===== src/hw/twi_ctl_regs.svh =====
`ifndef TWI_CTL_REGS_SVH
`define TWI_CTL_REGS_SVH

// ----------------------------------------------------------------------------
// register byte addresses
// ----------------------------------------------------------------------------
`define BUS_CONTROL_ADDR        32'h5400_0000
`define BUS_CONTROL_STATUS_ADDR 32'h5400_0004
`define OWN_SLAVE_ADDRESS_ADDR  32'h5400_0008
`define DATA_SHIFT_REG_ADDR     32'h5400_000C

// ----------------------------------------------------------------------------
// bus_control fields
// ----------------------------------------------------------------------------
`define CON_ACK_BIT     7
`define CON_CLKSEL_BIT  6
`define CON_INTEN_BIT   5
`define CON_PEND_BIT    4
`define CON_PRE_MSB     3
`define CON_PRE_LSB     0
`define CON_PRE_RESET   4'hF

// ----------------------------------------------------------------------------
// bus_control_status fields
// ----------------------------------------------------------------------------
`define STAT_MODE_MSB   7
`define STAT_MODE_LSB   6
`define STAT_BUSY_BIT   5
`define STAT_OUTEN_BIT  4
`define STAT_ARB_BIT    3
`define STAT_MATCH_BIT  2
`define STAT_ZERO_BIT   1
`define STAT_LAST_BIT   0
`define MODE_MASTER_BIT 1
`define MODE_TX_BIT     0
`define MODE_SLAVE_RX   2'h0

// ----------------------------------------------------------------------------
// timing and framing
// ----------------------------------------------------------------------------
`define DIV16_HALF_LAST  8'h07
`define DIV512_HALF_LAST 8'hFF
`define BYTE_BITS        4'h8
`define GENERAL_CALL     7'h00
`define READ_PAD         24'h00_0000

`endif


===== src/hw/twi_ctl_pkg.sv =====
package twi_ctl_pkg;

  typedef enum logic [3:0] {
    ST_IDLE, ST_START, ST_LOW, ST_HIGH, ST_HOLD, ST_STOP_A, ST_STOP_B, ST_SLAVE
  } eng_state_e;

  typedef struct packed {
    eng_state_e  st;
    logic        ack_en;
    logic        clk_sel;
    logic        int_en;
    logic        pend;
    logic [3:0]  pre;
    logic [1:0]  mode;
    logic        busy;
    logic        out_en;
    logic        arb;
    logic        match;
    logic        zero;
    logic        last;
    logic [7:0]  own;
    logic [7:0]  data;
    logic [3:0]  cnt;
    logic        first;
    logic        ack_ph;
    logic        stop_req;
    logic        master;
    logic        scl_low;
    logic        sda_low;
    logic        scl_q;
    logic        sda_q;
    logic        rsp;
    logic [7:0]  rdata;
  } ctl_state_s;

  typedef struct packed {
    logic [7:0] cnt;
    logic [3:0] pcnt;
  } div_state_s;

  typedef struct packed {
    logic [1:0] meta;
    logic [1:0] stable;
  } sync_state_s;

endpackage


===== src/hw/i2c_control_status_regs.sv =====
// Design decision made here: the Avalon-MM interface to the registers.
`timescale 1ns/1ps
`include "twi_ctl_regs.svh"

// Functional notes
// - with ack enabled, receiver pulls data low in ack slot; transmitter releases
// - source select bit picks clock/16 when clear, clock/512 when set
// - interrupt enable bit: clear disables, set enables the transfer interrupt
// - pending flag reads 1 while pending; software can only clear it
// - while pending, clock line held low; writing 0 clears and resumes; the code releases the clock line when arbitration loss sets pending
// - pending set on byte done, address match or general call, arbitration loss
// - serial rate is selected source divided by prescaler plus one
// - mode field: 00 slave rx, 01 slave tx, 10 master rx, 11 master tx
// - busy bit reads 1 while bus busy, 0 while free
// - writing busy bit 1 starts and sends data byte; 0 issues stop
// - serial output enable gates all bus activity
// - arbitration flag reads 1 after arbitration loss, else 0
// - own-address flag set on match, cleared on start or stop
// - address-zero flag set on general call, cleared on start or stop
// - last-bit flag holds ack slot value: 0 ack, 1 no ack
// - status resets to zero; control flag bits reset to zero
// - own slave address writable only with serial output disabled
// - data shift register writable only with serial output enabled
module i2c_control_status_regs
  import twi_ctl_pkg::*;
(
  input  wire logic        core_clk_i,       // peripheral clock, 10 MHz
  input  wire logic        rst_b_i,          // async reset, active low
  input  wire logic [31:0] avs_address_i,    // byte address
  input  wire logic        avs_read_i,       // read request
  input  wire logic        avs_write_i,      // write request
  input  wire logic [31:0] avs_writedata_i,  // write data, low byte used
  output logic      [31:0] avs_readdata_o,   // read data
  output logic             avs_waitrequest_o,// stall while high
  input  wire logic        scl_i,            // clock line level
  output logic             scl_o,            // clock line drive value
  output logic             scl_oe_o,         // clock line pulled low
  input  wire logic        sda_i,            // data line level
  output logic             sda_o,            // data line drive value
  output logic             sda_oe_o,         // data line pulled low
  output logic             irq_o             // transfer interrupt request
);

  // edge watch starts at idle line level, so no false edge follows reset
  localparam ctl_state_s RESET_STATE = '{st: ST_IDLE, pre: `CON_PRE_RESET, scl_q: 1'b1,
                                         sda_q: 1'b1, default: '0};

  ctl_state_s s;
  ctl_state_s next_s;
  logic       scl_s;
  logic       sda_s;
  logic       tick;
  logic       run;

  // ---------------------------------------------------------------------------
  // register decode
  // ---------------------------------------------------------------------------
  typedef enum logic [2:0] {SEL_NONE, SEL_CON, SEL_STAT, SEL_OWN, SEL_DATA} sel_e;

  function automatic sel_e reg_sel(input logic [31:0] addr);
    case (addr)
      `BUS_CONTROL_ADDR:        reg_sel = SEL_CON;
      `BUS_CONTROL_STATUS_ADDR: reg_sel = SEL_STAT;
      `OWN_SLAVE_ADDRESS_ADDR:  reg_sel = SEL_OWN;
      `DATA_SHIFT_REG_ADDR:     reg_sel = SEL_DATA;
      default:                  reg_sel = SEL_NONE;
    endcase
  endfunction

  function automatic logic [7:0] read_mux(input sel_e sel, input ctl_state_s r);
    case (sel)
      SEL_CON:  read_mux = {r.ack_en, r.clk_sel, r.int_en, r.pend, r.pre};
      SEL_STAT: read_mux = {r.mode, r.busy, r.out_en, r.arb, r.match, r.zero, r.last};
      SEL_OWN:  read_mux = r.own;
      SEL_DATA: read_mux = r.data;
      default:  read_mux = 8'h00;
    endcase
  endfunction

  // ---------------------------------------------------------------------------
  // line input and bit-rate divider
  // ---------------------------------------------------------------------------
  line_sync u_sync (
    .core_clk_i (core_clk_i),
    .rst_b_i    (rst_b_i),
    .scl_i      (scl_i),
    .sda_i      (sda_i),
    .scl_o      (scl_s),
    .sda_o      (sda_s)
  );

  assign run = (s.st != ST_IDLE) && (s.st != ST_HOLD) && (s.st != ST_SLAVE);

  bit_rate_div u_div (
    .core_clk_i (core_clk_i),
    .rst_b_i    (rst_b_i),
    .run_i      (run),
    .clk_sel_i  (s.clk_sel),
    .pre_i      (s.pre),
    .tick_o     (tick)
  );

  // ---------------------------------------------------------------------------
  // next state
  // ---------------------------------------------------------------------------
  logic       req;
  logic       commit;
  sel_e       sel;
  logic [7:0] wd;
  logic       go;
  logic       rise;
  logic       fall;
  logic       start_det;
  logic       stop_det;
  logic       tx_now;
  logic       addressed;
  logic       hit;
  logic       gcall;

  always_comb begin
    next_s    = s;
    req       = avs_read_i | avs_write_i;
    commit    = req & s.rsp;
    sel       = reg_sel(avs_address_i);
    wd        = avs_writedata_i[7:0];
    go        = 1'b0;
    rise      = scl_s & ~s.scl_q;
    fall      = ~scl_s & s.scl_q;
    start_det = scl_s & s.scl_q & s.sda_q & ~sda_s;
    stop_det  = scl_s & s.scl_q & ~s.sda_q & sda_s;
    tx_now    = s.first | s.mode[`MODE_TX_BIT];
    addressed = s.match | s.zero;
    hit       = (s.data[7:1] == s.own[7:1]);
    gcall     = (s.data[7:1] == `GENERAL_CALL);

    // bus slave: one wait cycle, then commit
    next_s.rsp = req & ~s.rsp;
    if (req & ~s.rsp & avs_read_i) begin
      next_s.rdata = read_mux(sel, s);
    end

    // software writes
    if (commit & avs_write_i) begin
      case (sel)
        SEL_CON: begin
          next_s.ack_en  = wd[`CON_ACK_BIT];
          next_s.clk_sel = wd[`CON_CLKSEL_BIT];
          next_s.int_en  = wd[`CON_INTEN_BIT];
          next_s.pre     = wd[`CON_PRE_MSB:`CON_PRE_LSB];
          if (!wd[`CON_PEND_BIT]) begin
            next_s.pend = 1'b0;
          end
        end
        SEL_STAT: begin
          next_s.mode   = wd[`STAT_MODE_MSB:`STAT_MODE_LSB];
          next_s.out_en = wd[`STAT_OUTEN_BIT];
          if (wd[`STAT_BUSY_BIT]) begin
            go = wd[`STAT_OUTEN_BIT] & wd[`STAT_MODE_MSB] & ~s.busy;
          end else if (s.master) begin
            next_s.stop_req = 1'b1;
          end
        end
        SEL_OWN: begin
          if (!s.out_en) begin
            next_s.own = wd;
          end
        end
        SEL_DATA: begin
          if (s.out_en) begin
            next_s.data = wd;
          end
        end
        default: begin
        end
      endcase
    end

    // line watch
    next_s.scl_q = scl_s;
    next_s.sda_q = sda_s;
    if (start_det | stop_det) begin
      next_s.match = 1'b0;
      next_s.zero  = 1'b0;
    end
    if (!s.master & start_det) begin
      next_s.busy = 1'b1;
    end
    if (!s.master & stop_det) begin
      next_s.busy = 1'b0;
    end

    // byte engine; later pending sets win over a software clear
    if (!next_s.out_en) begin
      next_s.st      = ST_IDLE;
      next_s.scl_low = 1'b0;
      next_s.sda_low = 1'b0;
      next_s.master  = 1'b0;
    end else begin
      case (s.st)
        ST_IDLE: begin
          if (go) begin
            next_s.st       = ST_START;
            next_s.sda_low  = 1'b1;
            next_s.master   = 1'b1;
            next_s.busy     = 1'b1;
            next_s.arb      = 1'b0;
            next_s.first    = 1'b1;
            next_s.cnt      = 4'h0;
            next_s.stop_req = 1'b0;
          end else if (start_det & ~s.mode[`MODE_MASTER_BIT]) begin
            next_s.st     = ST_SLAVE;
            next_s.cnt    = 4'h0;
            next_s.first  = 1'b1;
            next_s.ack_ph = 1'b0;
          end
        end
        ST_START: begin
          if (tick) begin
            next_s.scl_low = 1'b1;
            next_s.st      = ST_LOW;
          end
        end
        ST_LOW: begin
          if (s.cnt < `BYTE_BITS) begin
            next_s.sda_low = tx_now & ~s.data[7];
          end else begin
            next_s.sda_low = ~tx_now & s.ack_en;
          end
          if (tick) begin
            next_s.scl_low = 1'b0;
            next_s.st      = ST_HIGH;
          end
        end
        ST_HIGH: begin
          if (tick) begin
            if (s.cnt < `BYTE_BITS) begin
              if (tx_now & s.data[7] & ~sda_s) begin
                next_s.arb     = 1'b1;
                next_s.pend    = 1'b1;
                next_s.master  = 1'b0;
                next_s.mode    = `MODE_SLAVE_RX;
                next_s.scl_low = 1'b0;
                next_s.sda_low = 1'b0;
                next_s.st      = ST_IDLE;
              end else begin
                next_s.data    = {s.data[6:0], sda_s};
                next_s.cnt     = s.cnt + 4'h1;
                next_s.scl_low = 1'b1;
                next_s.st      = ST_LOW;
              end
            end else begin
              next_s.last    = sda_s;
              next_s.pend    = 1'b1;
              next_s.scl_low = 1'b1;
              next_s.sda_low = 1'b0;
              next_s.st      = ST_HOLD;
            end
          end
        end
        ST_HOLD: begin
          next_s.scl_low = 1'b1;
          if (!s.pend) begin
            if (s.stop_req) begin
              next_s.sda_low = 1'b1;
              next_s.st      = ST_STOP_A;
            end else begin
              next_s.cnt   = 4'h0;
              next_s.first = 1'b0;
              next_s.st    = ST_LOW;
            end
          end
        end
        ST_STOP_A: begin
          if (tick) begin
            next_s.scl_low = 1'b0;
            next_s.st      = ST_STOP_B;
          end
        end
        ST_STOP_B: begin
          if (tick) begin
            next_s.sda_low  = 1'b0;
            next_s.busy     = 1'b0;
            next_s.master   = 1'b0;
            next_s.stop_req = 1'b0;
            next_s.st       = ST_IDLE;
          end
        end
        ST_SLAVE: begin
          next_s.scl_low = s.pend;
          if (stop_det) begin
            next_s.st      = ST_IDLE;
            next_s.sda_low = 1'b0;
            next_s.scl_low = 1'b0;
          end else if (start_det) begin
            next_s.cnt     = 4'h0;
            next_s.first   = 1'b1;
            next_s.ack_ph  = 1'b0;
            next_s.sda_low = 1'b0;
          end else if (rise) begin
            if (s.ack_ph) begin
              next_s.last = sda_s;
            end else if (s.cnt < `BYTE_BITS) begin
              next_s.data = {s.data[6:0], sda_s};
              next_s.cnt  = s.cnt + 4'h1;
            end
          end else if (fall) begin
            if (s.ack_ph) begin
              next_s.ack_ph  = 1'b0;
              next_s.cnt     = 4'h0;
              next_s.first   = 1'b0;
              next_s.sda_low = addressed & s.mode[`MODE_TX_BIT] & ~s.data[7];
            end else if (s.cnt == `BYTE_BITS) begin
              next_s.ack_ph = 1'b1;
              if (s.first) begin
                next_s.match = hit;
                next_s.zero  = gcall;
                if (hit | gcall) begin
                  next_s.pend               = 1'b1;
                  next_s.mode[`MODE_TX_BIT] = hit & s.data[0];
                  next_s.sda_low            = s.ack_en;
                end
              end else if (addressed) begin
                next_s.pend    = 1'b1;
                next_s.sda_low = ~s.mode[`MODE_TX_BIT] & s.ack_en;
              end else begin
                next_s.sda_low = 1'b0;
              end
            end else if (addressed & s.mode[`MODE_TX_BIT]) begin
              next_s.sda_low = ~s.data[7];
            end
          end
        end
        default: begin
          next_s.st = ST_IDLE;
        end
      endcase
    end
  end

  // ---------------------------------------------------------------------------
  // state register
  // ---------------------------------------------------------------------------
  always_ff @(posedge core_clk_i or negedge rst_b_i) begin
    if (!rst_b_i) begin
      s <= RESET_STATE;
    end else begin
      s <= next_s;
    end
  end

  // ---------------------------------------------------------------------------
  // outputs
  // ---------------------------------------------------------------------------
  assign avs_readdata_o    = {`READ_PAD, s.rdata};
  assign avs_waitrequest_o = req & ~s.rsp;
  assign scl_o             = 1'b0;
  assign scl_oe_o          = s.scl_low;
  assign sda_o             = 1'b0;
  assign sda_oe_o          = s.sda_low;
  assign irq_o             = s.pend & s.int_en;

endmodule


===== src/hw/line_sync.sv =====
`timescale 1ns/1ps
`include "twi_ctl_regs.svh"

module line_sync
  import twi_ctl_pkg::*;
(
  input  wire logic core_clk_i, // peripheral clock
  input  wire logic rst_b_i,    // async reset, active low
  input  wire logic scl_i,      // clock line level from pin
  input  wire logic sda_i,      // data line level from pin
  output logic      scl_o,      // synchronised clock line
  output logic      sda_o       // synchronised data line
);

  sync_state_s s;
  sync_state_s next_s;

  // ---------------------------------------------------------------------------
  // two-flop synchroniser, idle lines high
  // ---------------------------------------------------------------------------
  always_comb begin
    next_s        = s;
    next_s.meta   = {scl_i, sda_i};
    next_s.stable = s.meta;
  end

  always_ff @(posedge core_clk_i or negedge rst_b_i) begin
    if (!rst_b_i) begin
      s <= '{meta: 2'h3, stable: 2'h3};
    end else begin
      s <= next_s;
    end
  end

  assign scl_o = s.stable[1];
  assign sda_o = s.stable[0];

endmodule


===== src/hw/bit_rate_div.sv =====
`timescale 1ns/1ps
`include "twi_ctl_regs.svh"

module bit_rate_div
  import twi_ctl_pkg::*;
(
  input  wire logic       core_clk_i, // peripheral clock
  input  wire logic       rst_b_i,    // async reset, active low
  input  wire logic       run_i,      // count while high, else restart
  input  wire logic       clk_sel_i,  // 0: clock/16 source, 1: clock/512
  input  wire logic [3:0] pre_i,      // prescaler value
  output logic            tick_o      // one pulse per half serial period
);

  div_state_s s;
  div_state_s next_s;
  logic [7:0] src_last;
  logic       src_end;

  // ---------------------------------------------------------------------------
  // source clock, then divide by prescaler plus one
  // ---------------------------------------------------------------------------
  always_comb begin
    src_last = clk_sel_i ? `DIV512_HALF_LAST : `DIV16_HALF_LAST;
    src_end  = (s.cnt == src_last);
    tick_o   = run_i & src_end & (s.pcnt == pre_i);
    next_s   = s;
    if (!run_i) begin
      next_s = '0;
    end else if (src_end) begin
      next_s.cnt  = '0;
      next_s.pcnt = (s.pcnt == pre_i) ? 4'h0 : s.pcnt + 4'h1;
    end else begin
      next_s.cnt = s.cnt + 8'h01;
    end
  end

  always_ff @(posedge core_clk_i or negedge rst_b_i) begin
    if (!rst_b_i) begin
      s <= '0;
    end else begin
      s <= next_s;
    end
  end

endmodule


===== config.mk =====
export PLATFORM = sky130hd
export DESIGN_NAME = i2c_control_status_regs
export DESIGN_NICKNAME = d
export VERILOG_FILES = /design/src/hw/twi_ctl_pkg.sv /design/src/hw/i2c_control_status_regs.sv /design/src/hw/line_sync.sv /design/src/hw/bit_rate_div.sv
export VERILOG_INCLUDE_DIRS = /design/src /design/src/hw
export SDC_FILE = /design/constraint.sdc
export NUM_CORES = 1
export LEC_CHECK = 0
export BUFFER_PORTS_ARGS = -buffer_cell sky130_fd_sc_hd__buf_2
export CAP_MARGIN = 20
export CORE_MARGIN = 2
export CORE_UTILIZATION = 25
export DETAILED_ROUTE_END_ITERATION = 10
export PLACE_DENSITY = 0.4
export SLEW_MARGIN = 25
export SYNTH_ARGS = -nofsm -noshare
export SYNTH_HDL_FRONTEND = slang
export SYNTH_SLANG_ARGS = --single-unit
export TNS_END_PERCENT = 100

===== constraint.sdc =====
create_clock -name core_clk_i -period 5.5 [get_ports core_clk_i]
set_input_delay 1.1 -clock core_clk_i [delete_from_list [all_inputs] [get_ports core_clk_i]]
set_output_delay 1.1 -clock core_clk_i [all_outputs]
set_load 0.1 [all_outputs]

* Word-level counts from Yosys, hierarchy flattened
Cells that the tools add are included.
** Word-level totals
- Register bits after elaboration :: 73
- Bits of input ports :: 70
- Output and inout bits :: 38
- Word-level logic and storage cells :: 309
** Cells by class
- Add/sub/neg operators :: 3
- $lt $le $gt $ge :: 1
- Equality and inequality tests :: 65
- Multiplexer cells :: 144
- Bitwise operators :: 43
- Reduce and logical (&&, ||, !) cells :: 23
** Operators with widths (number)
- 32-bit by 31-bit equality test with 1-bit output, second input constant :: 4
- 12-bit 2-to-1 mux :: 6
- 1-bit 2-to-1 mux :: 67
- 8-bit 2-to-1 mux :: 7
- 4-bit 2-to-1 mux :: 13
- 3-bit != test, second input constant :: 15
- 2-bit 2-to-1 mux :: 16
- 4-bit case mux with 8 select lines :: 1
- 8-bit case mux with 4 select lines :: 1
- 2-bit != test, second input constant :: 15
- 1-bit bitwise AND :: 27
- 5-bit 2-to-1 mux :: 5
- 3-bit 2-to-1 mux :: 8
- 4-bit != test, second input constant :: 6
- 6-bit 2-to-1 mux :: 3
- 4-bit by 3-bit equality test with 1-bit output, second input constant :: 4
- 4-bit case mux with 4 select lines :: 1
- 8-bit case mux with 2 select lines :: 1
- 8-bit AND reduction :: 2
- 15-bit 2-to-1 mux :: 1
- 14-bit 2-to-1 mux :: 1
- 1-bit case mux with 2 select lines :: 7
- 13-bit AND reduction :: 1
- 3-bit case mux with 4 select lines :: 1
- 41 further kinds :: 66

* Depth between registers and ports, before layout
- Depth in word-level cells :: 15
- Mapped depth :: 10
- Gate-level depth less buffers :: 8

* Cells and area by module
A second synthesis with hierarchy kept.
** Second synthesis, totals
- Cells, all modules :: 489
- Area, all modules :: 4813.4 µm²
** By module, submodules not included
- i2c_control_status_regs :: times used 1, cells each 417, area each 4060.1 µm², seq. area each 1408.9 µm²
- bit_rate_div :: times used 1, cells each 68, area each 648.1 µm², seq. area each 300.3 µm²
- line_sync :: times used 1, cells each 4, area each 105.1 µm², seq. area each 105.1 µm²

* Worst setup path after synthesis
No wires, ideal clock.
- Kind :: input to output
- Start point :: input avs_read_i
- End point :: output avs_waitrequest_o
- Data arrival time :: 2.412 ns
- Required time :: 4.400 ns
- Slack :: 1.988 ns
- Cell stages on the path :: 2
- Buffers on the path :: 0
- Cells stage by stage :: nor2_1 -> nor2_1
** Between the ends
- Longest elaborated chain between the ends :: 2
** Ends and longest elaborated chain
- from (decl) :: RTL line i2c_control_status_regs.sv:30 : input wire logic avs_read_i,
- 1-bit OR :: RTL line i2c_control_status_regs.sv:122 : req = avs_read_i | avs_write_i;
- 1-bit bitwise AND :: RTL line i2c_control_status_regs.sv:355 : assign avs_waitrequest_o = req & ~s.rsp;
- to (decl) :: RTL line i2c_control_status_regs.sv:34 : output logic avs_waitrequest_o,
Every way passes these cells.

==> metrics.md <==
| Metric | Value |
|---|---|
| Crit path top cell by count | `and2_1` |
| Share of layout cells above drive strength 1 | `24.34%` |
| CP Launch Point | `avs_address_i[25]` |
| Commonest cells in the netlist | `62 x dfrtp_1, 37 x nor2_1, 34 x buf_4` |
| GRT overflow | `0` |
| Largest stage delay, worst path | `~0.52 ns` |
| Most common cell in the netlist | `dfrtp_1` |
| Setup bufs post-CTS | `0` |
| Die X-Extent | `140.9 um` |
| Ant. Diodes | `0` |
| Crit path max fanout | `13` |
| HP Class | `register to register` |
| Total power per unit cell area | `~240 mW/mm^2` |
| Slew Viols, Final | `0` |
| Drt pass-1 iters | `6` |
| Clock Latency Late Sink | `0.35 ns` |
| TritonCTS clock tree | `built` |
| RSZ-0062 raised after global routing | `false` |
| Initial antenna violation count | `0` |
| Ys flop type | `dfrtp_1` |
| Worst path top cell family by delay | `simple AND/OR/NAND/NOR gates` |
| Crit share post-route | `63.06%` |
| Maximum clock rate | `about 0.29 GHz` |
| CTS Hold Buffers Added | `0` |
| Worst hold stages | `0` |
| P_sw | `0.3785 mW` |
| Synth Register Bits | `72` |
| Area fraction of the dominant cell type after synthesis | `33.14%` |
| EDFF count, synth | `0` |
| Mapped Area | `0.004682 sq mm` |
| Switching Share | `30.30%` |
| Clock Power Share | `45.6%` |
| Port bufs | `between 50 and 60` |
| CP cell instances | `buf_2 -> nor4b_1 -> nand4_1 -> o31ai_1 -> and2_1 -> inv_2 -> and2_1 -> mux2_2` |
| Final core occ | `28.70%` |
| CTS buffer count | `9` |
| Post-CTS resize count | `0` |
| Core area | `0.01852 sq mm` |
| Pin count of the biggest net entering global routing | `73` |
| R2R depth | `8` |
| Reg-to-reg setup timing slack | `2.34 ns` |
| Initial DRC Count | `approximately 250` |
| Post-route setup slack | `2.032 ns` |
| YS warnings | `0` |
| Critical Path End | `s[17]$_DFFE_PN0P_` |
| First-pass GRT wire length | `between 20000 and 25000 um` |
| CP Depth | `8` |
| Startpoint Class | `input port` |
| DR WL/cell | `17.09 um` |
| Post-layout minimum cycle time | `3.468 ns` |
| Setup_tns | `0 ns` |
| Die Y | `140.9 um` |
| GRT Max-Usage Layer | `met2` |
| Slowest CP cell | `and2_1` |
| Pre-CTS setup slack | `1.671 ns` |
| Clock Pin Slew Worst Setup and Hold Paths | `0.06 ns` |
| Critical Path AT | `3.69 ns` |
| WS Path Type | `input port to register` |
| Area grow syn2layout | `13.50%` |
| Gr usage total | `13.58%` |
| Syn Area/Cell | `roughly 9.7 sq um` |
| Vias | `3763` |
| Max H-tree Level | `3` |
| Max cap viols | `0` |
| Static Leakage | `2.292 nW` |
| Yosys top cell by area | `dfrtp_1` |
| Worst slew margin | `41.73%` |
| Top post-synthesis cells by area | `dfrtp_1 33%, dfstp_2 5.6%, buf_4 5.5%, mux2_2 5.3%, mux4_2 3.8%` |
| Final setup violation count | `0` |
| Cell Rows | `50` |
| Overall routed net length | `between 10000 and 15000 um` |
| Dpl cells | `approximately 750` |
| Peak supply drop | `0.1438 mV` |
| Initial Util | `25.28%` |
| Critical path capture point type | `register` |
| Worst Path Buf+Inv | `2` |
| Outcome | `finished, final reports clean` |
| Drt drc | `0` |
| GR met3 Demand/Resource | `3.668%` |
| WP data required | `roughly 5.7 ns` |
| Sequential share of the synthesized area | `38.75%` |
| Nets | `roughly 610` |
| Combinational share of power | `11.2%` |
| Clock root buffer | `clkbuf_16` |
| Grt met2 use | `between 20 and 25%` |
| Final ANT Viol Nets | `0` |
| Sequential fraction of design power | `between 40% and 50%` |
| Worst Skew | `between 0.01 and 0.015 ns` |
| Reg-to-reg endpoint | `s[17]$_DFFE_PN0P_` |
| Clk sinks | `72` |
| Met1 Usage GRT | `18.19%` |
| Vias/cell | `4.925` |
| Clock buffer depth | `2` |
| Async SR Flop Fraction | `100.0%` |
| Die area | `0.01984 sq mm` |
| FILL cells | `1976` |
| Vias in the first global route | `3822` |
| Distinct cells, synth | `66` |
| GP Congestion | `about 0.87` |
| Final non-filler cell total | `764` |
| Worst r2r src | `s[53]$_DFFE_PN0P_` |
| Synth Instances | `484` |
| HPWL after detailed placement | `9865 um` |
| Worst-Margin Slew | `0.8650 ns` |
| Ports | `108` |
| Final Hold Vio Count | `0` |
| Int Pwr | `0.8705 mW` |
## metrics by stage
stage	hold slack (ns)	instance area, sq um	power, mW
finish	0.3546	5314	1.249
global route	0.3639	5314	1.305
CTS	0.3560	5310	1.269
detailed placement	0.3475	5025	0.6900
global placement	0.3485	5025	0.6893
floorplan	0.3452	4776	0.6667
## worst min-delay path by stage
stage / start / to / slack, ns
2_1_floorplan: u_sync.next_s[1]$_DFF_PN1_ / u_sync.scl_o$_DFF_PN1_ / 0.35
3_3_place_gp: u_sync.next_s[1]$_DFF_PN1_ / u_sync.scl_o$_DFF_PN1_ / 0.35
3_5_place_dp: u_sync.next_s[1]$_DFF_PN1_ / u_sync.scl_o$_DFF_PN1_ / 0.35
4_1_cts: u_sync.next_s[1]$_DFF_PN1_ / u_sync.scl_o$_DFF_PN1_ / 0.36
5_1_grt: u_sync.next_s[1]$_DFF_PN1_ / u_sync.scl_o$_DFF_PN1_ / 0.36
6_report: u_sync.next_s[1]$_DFF_PN1_ / u_sync.scl_o$_DFF_PN1_ / 0.35
## per-layer routing
layer | up-vias | wire length (um)
li1 | 1779 | -
met1 | 1837 | 6025
met2 | 129 | 6020
met3 | 18 | 710
met4 | 0 | 298
met5 | - | 0
## worst reg2reg max path, delay by kind of cell, from the launching register on
| family | cells | cell delay [ns] |
|---|---|---|
| multiplexers | 1 | 0.36 |
| AND/OR/NAND/NOR | 3 | 1.16 |
| adder cells (fa/ha/maj) | 1 | 0.21 |
| flip-flops | 1 | 0.42 |
| buffers and inverters | 1 | 0.21 |
| AO/OA/AOI/OAI | 2 | 0.68 |
## power groups by stage
stage	Clock, mW	Sequential [mW]	Combinational [mW]
after floorplan	0	0.547	0.120
after global placement	0	0.549	0.140
after detailed placement	0	0.549	0.141
after CTS	0.589	0.540	0.141
after global routing	0.617	0.540	0.148
final	0.569	0.540	0.140
## layout make-up
type                    instances  area [sq um]  area share (%)
well taps                     234         292.8           5.510
clock inverters                 7         60.06           1.130
flip-flops and latches         72          1814           34.14
multi-input cells             358          2525           47.52
clock buffers                   9         225.2           4.238
repair buffers                 58         299.0           5.628
inverters                      26         97.59           1.837
## registers in the layout, summed over array words and instances (netlist names)
register and flops:
s 46, avs_readdata_o 8, u_div.s 12, u_sync.next_s 2
sda_oe_o 1, u_sync.sda_o 1, scl_oe_o 1, u_sync.scl_o 1
## logic make-up (layout without fill, tap and decap cells)
family / Yosys count / after routing / synth area share, %
AO/OA/AOI/OAI: 94 / 94 / 13.12
adder cells (fa/ha/maj): 13 / 13 / 3.474
AND/OR/NAND/NOR: 158 / 158 / 18.12
XOR/XNOR: 21 / 21 / 3.928
buffers and inverters: 79 / 100 / 9.326
flip-flops: 72 / 72 / 38.75
other: 1 / 26 / 0.08009
multiplexers: 46 / 46 / 13.20
## placed cells by master (no fill, tap or decap), drive strengths merged, types with 4 or more instances in the layout
cell / Yosys / final
and2: 6 / 6
nand4: 8 / 8
and3: 4 / 4
nor2: 37 / 37
nor4: 12 / 12
or4: 4 / 4
mux4: 8 / 8
xor2: 12 / 12
a211oi: 6 / 6
nand2: 33 / 33
nand3b: 6 / 6
inv: 26 / 30
clkbuf: 13 / 9
buf: 40 / 58
mux2: 28 / 28
o22ai: 5 / 5
a21oi: 16 / 16
mux2i: 10 / 10
ha: 13 / 13
a31oi: 7 / 7
o21ai: 31 / 31
xnor2: 9 / 9
nand3: 13 / 13
nor3: 13 / 13
nand2b: 6 / 6
conb: 1 / 26
dfrtp: 62 / 62
o31ai: 5 / 5
dfstp: 10 / 10
(Power assumes the default switching activity.)
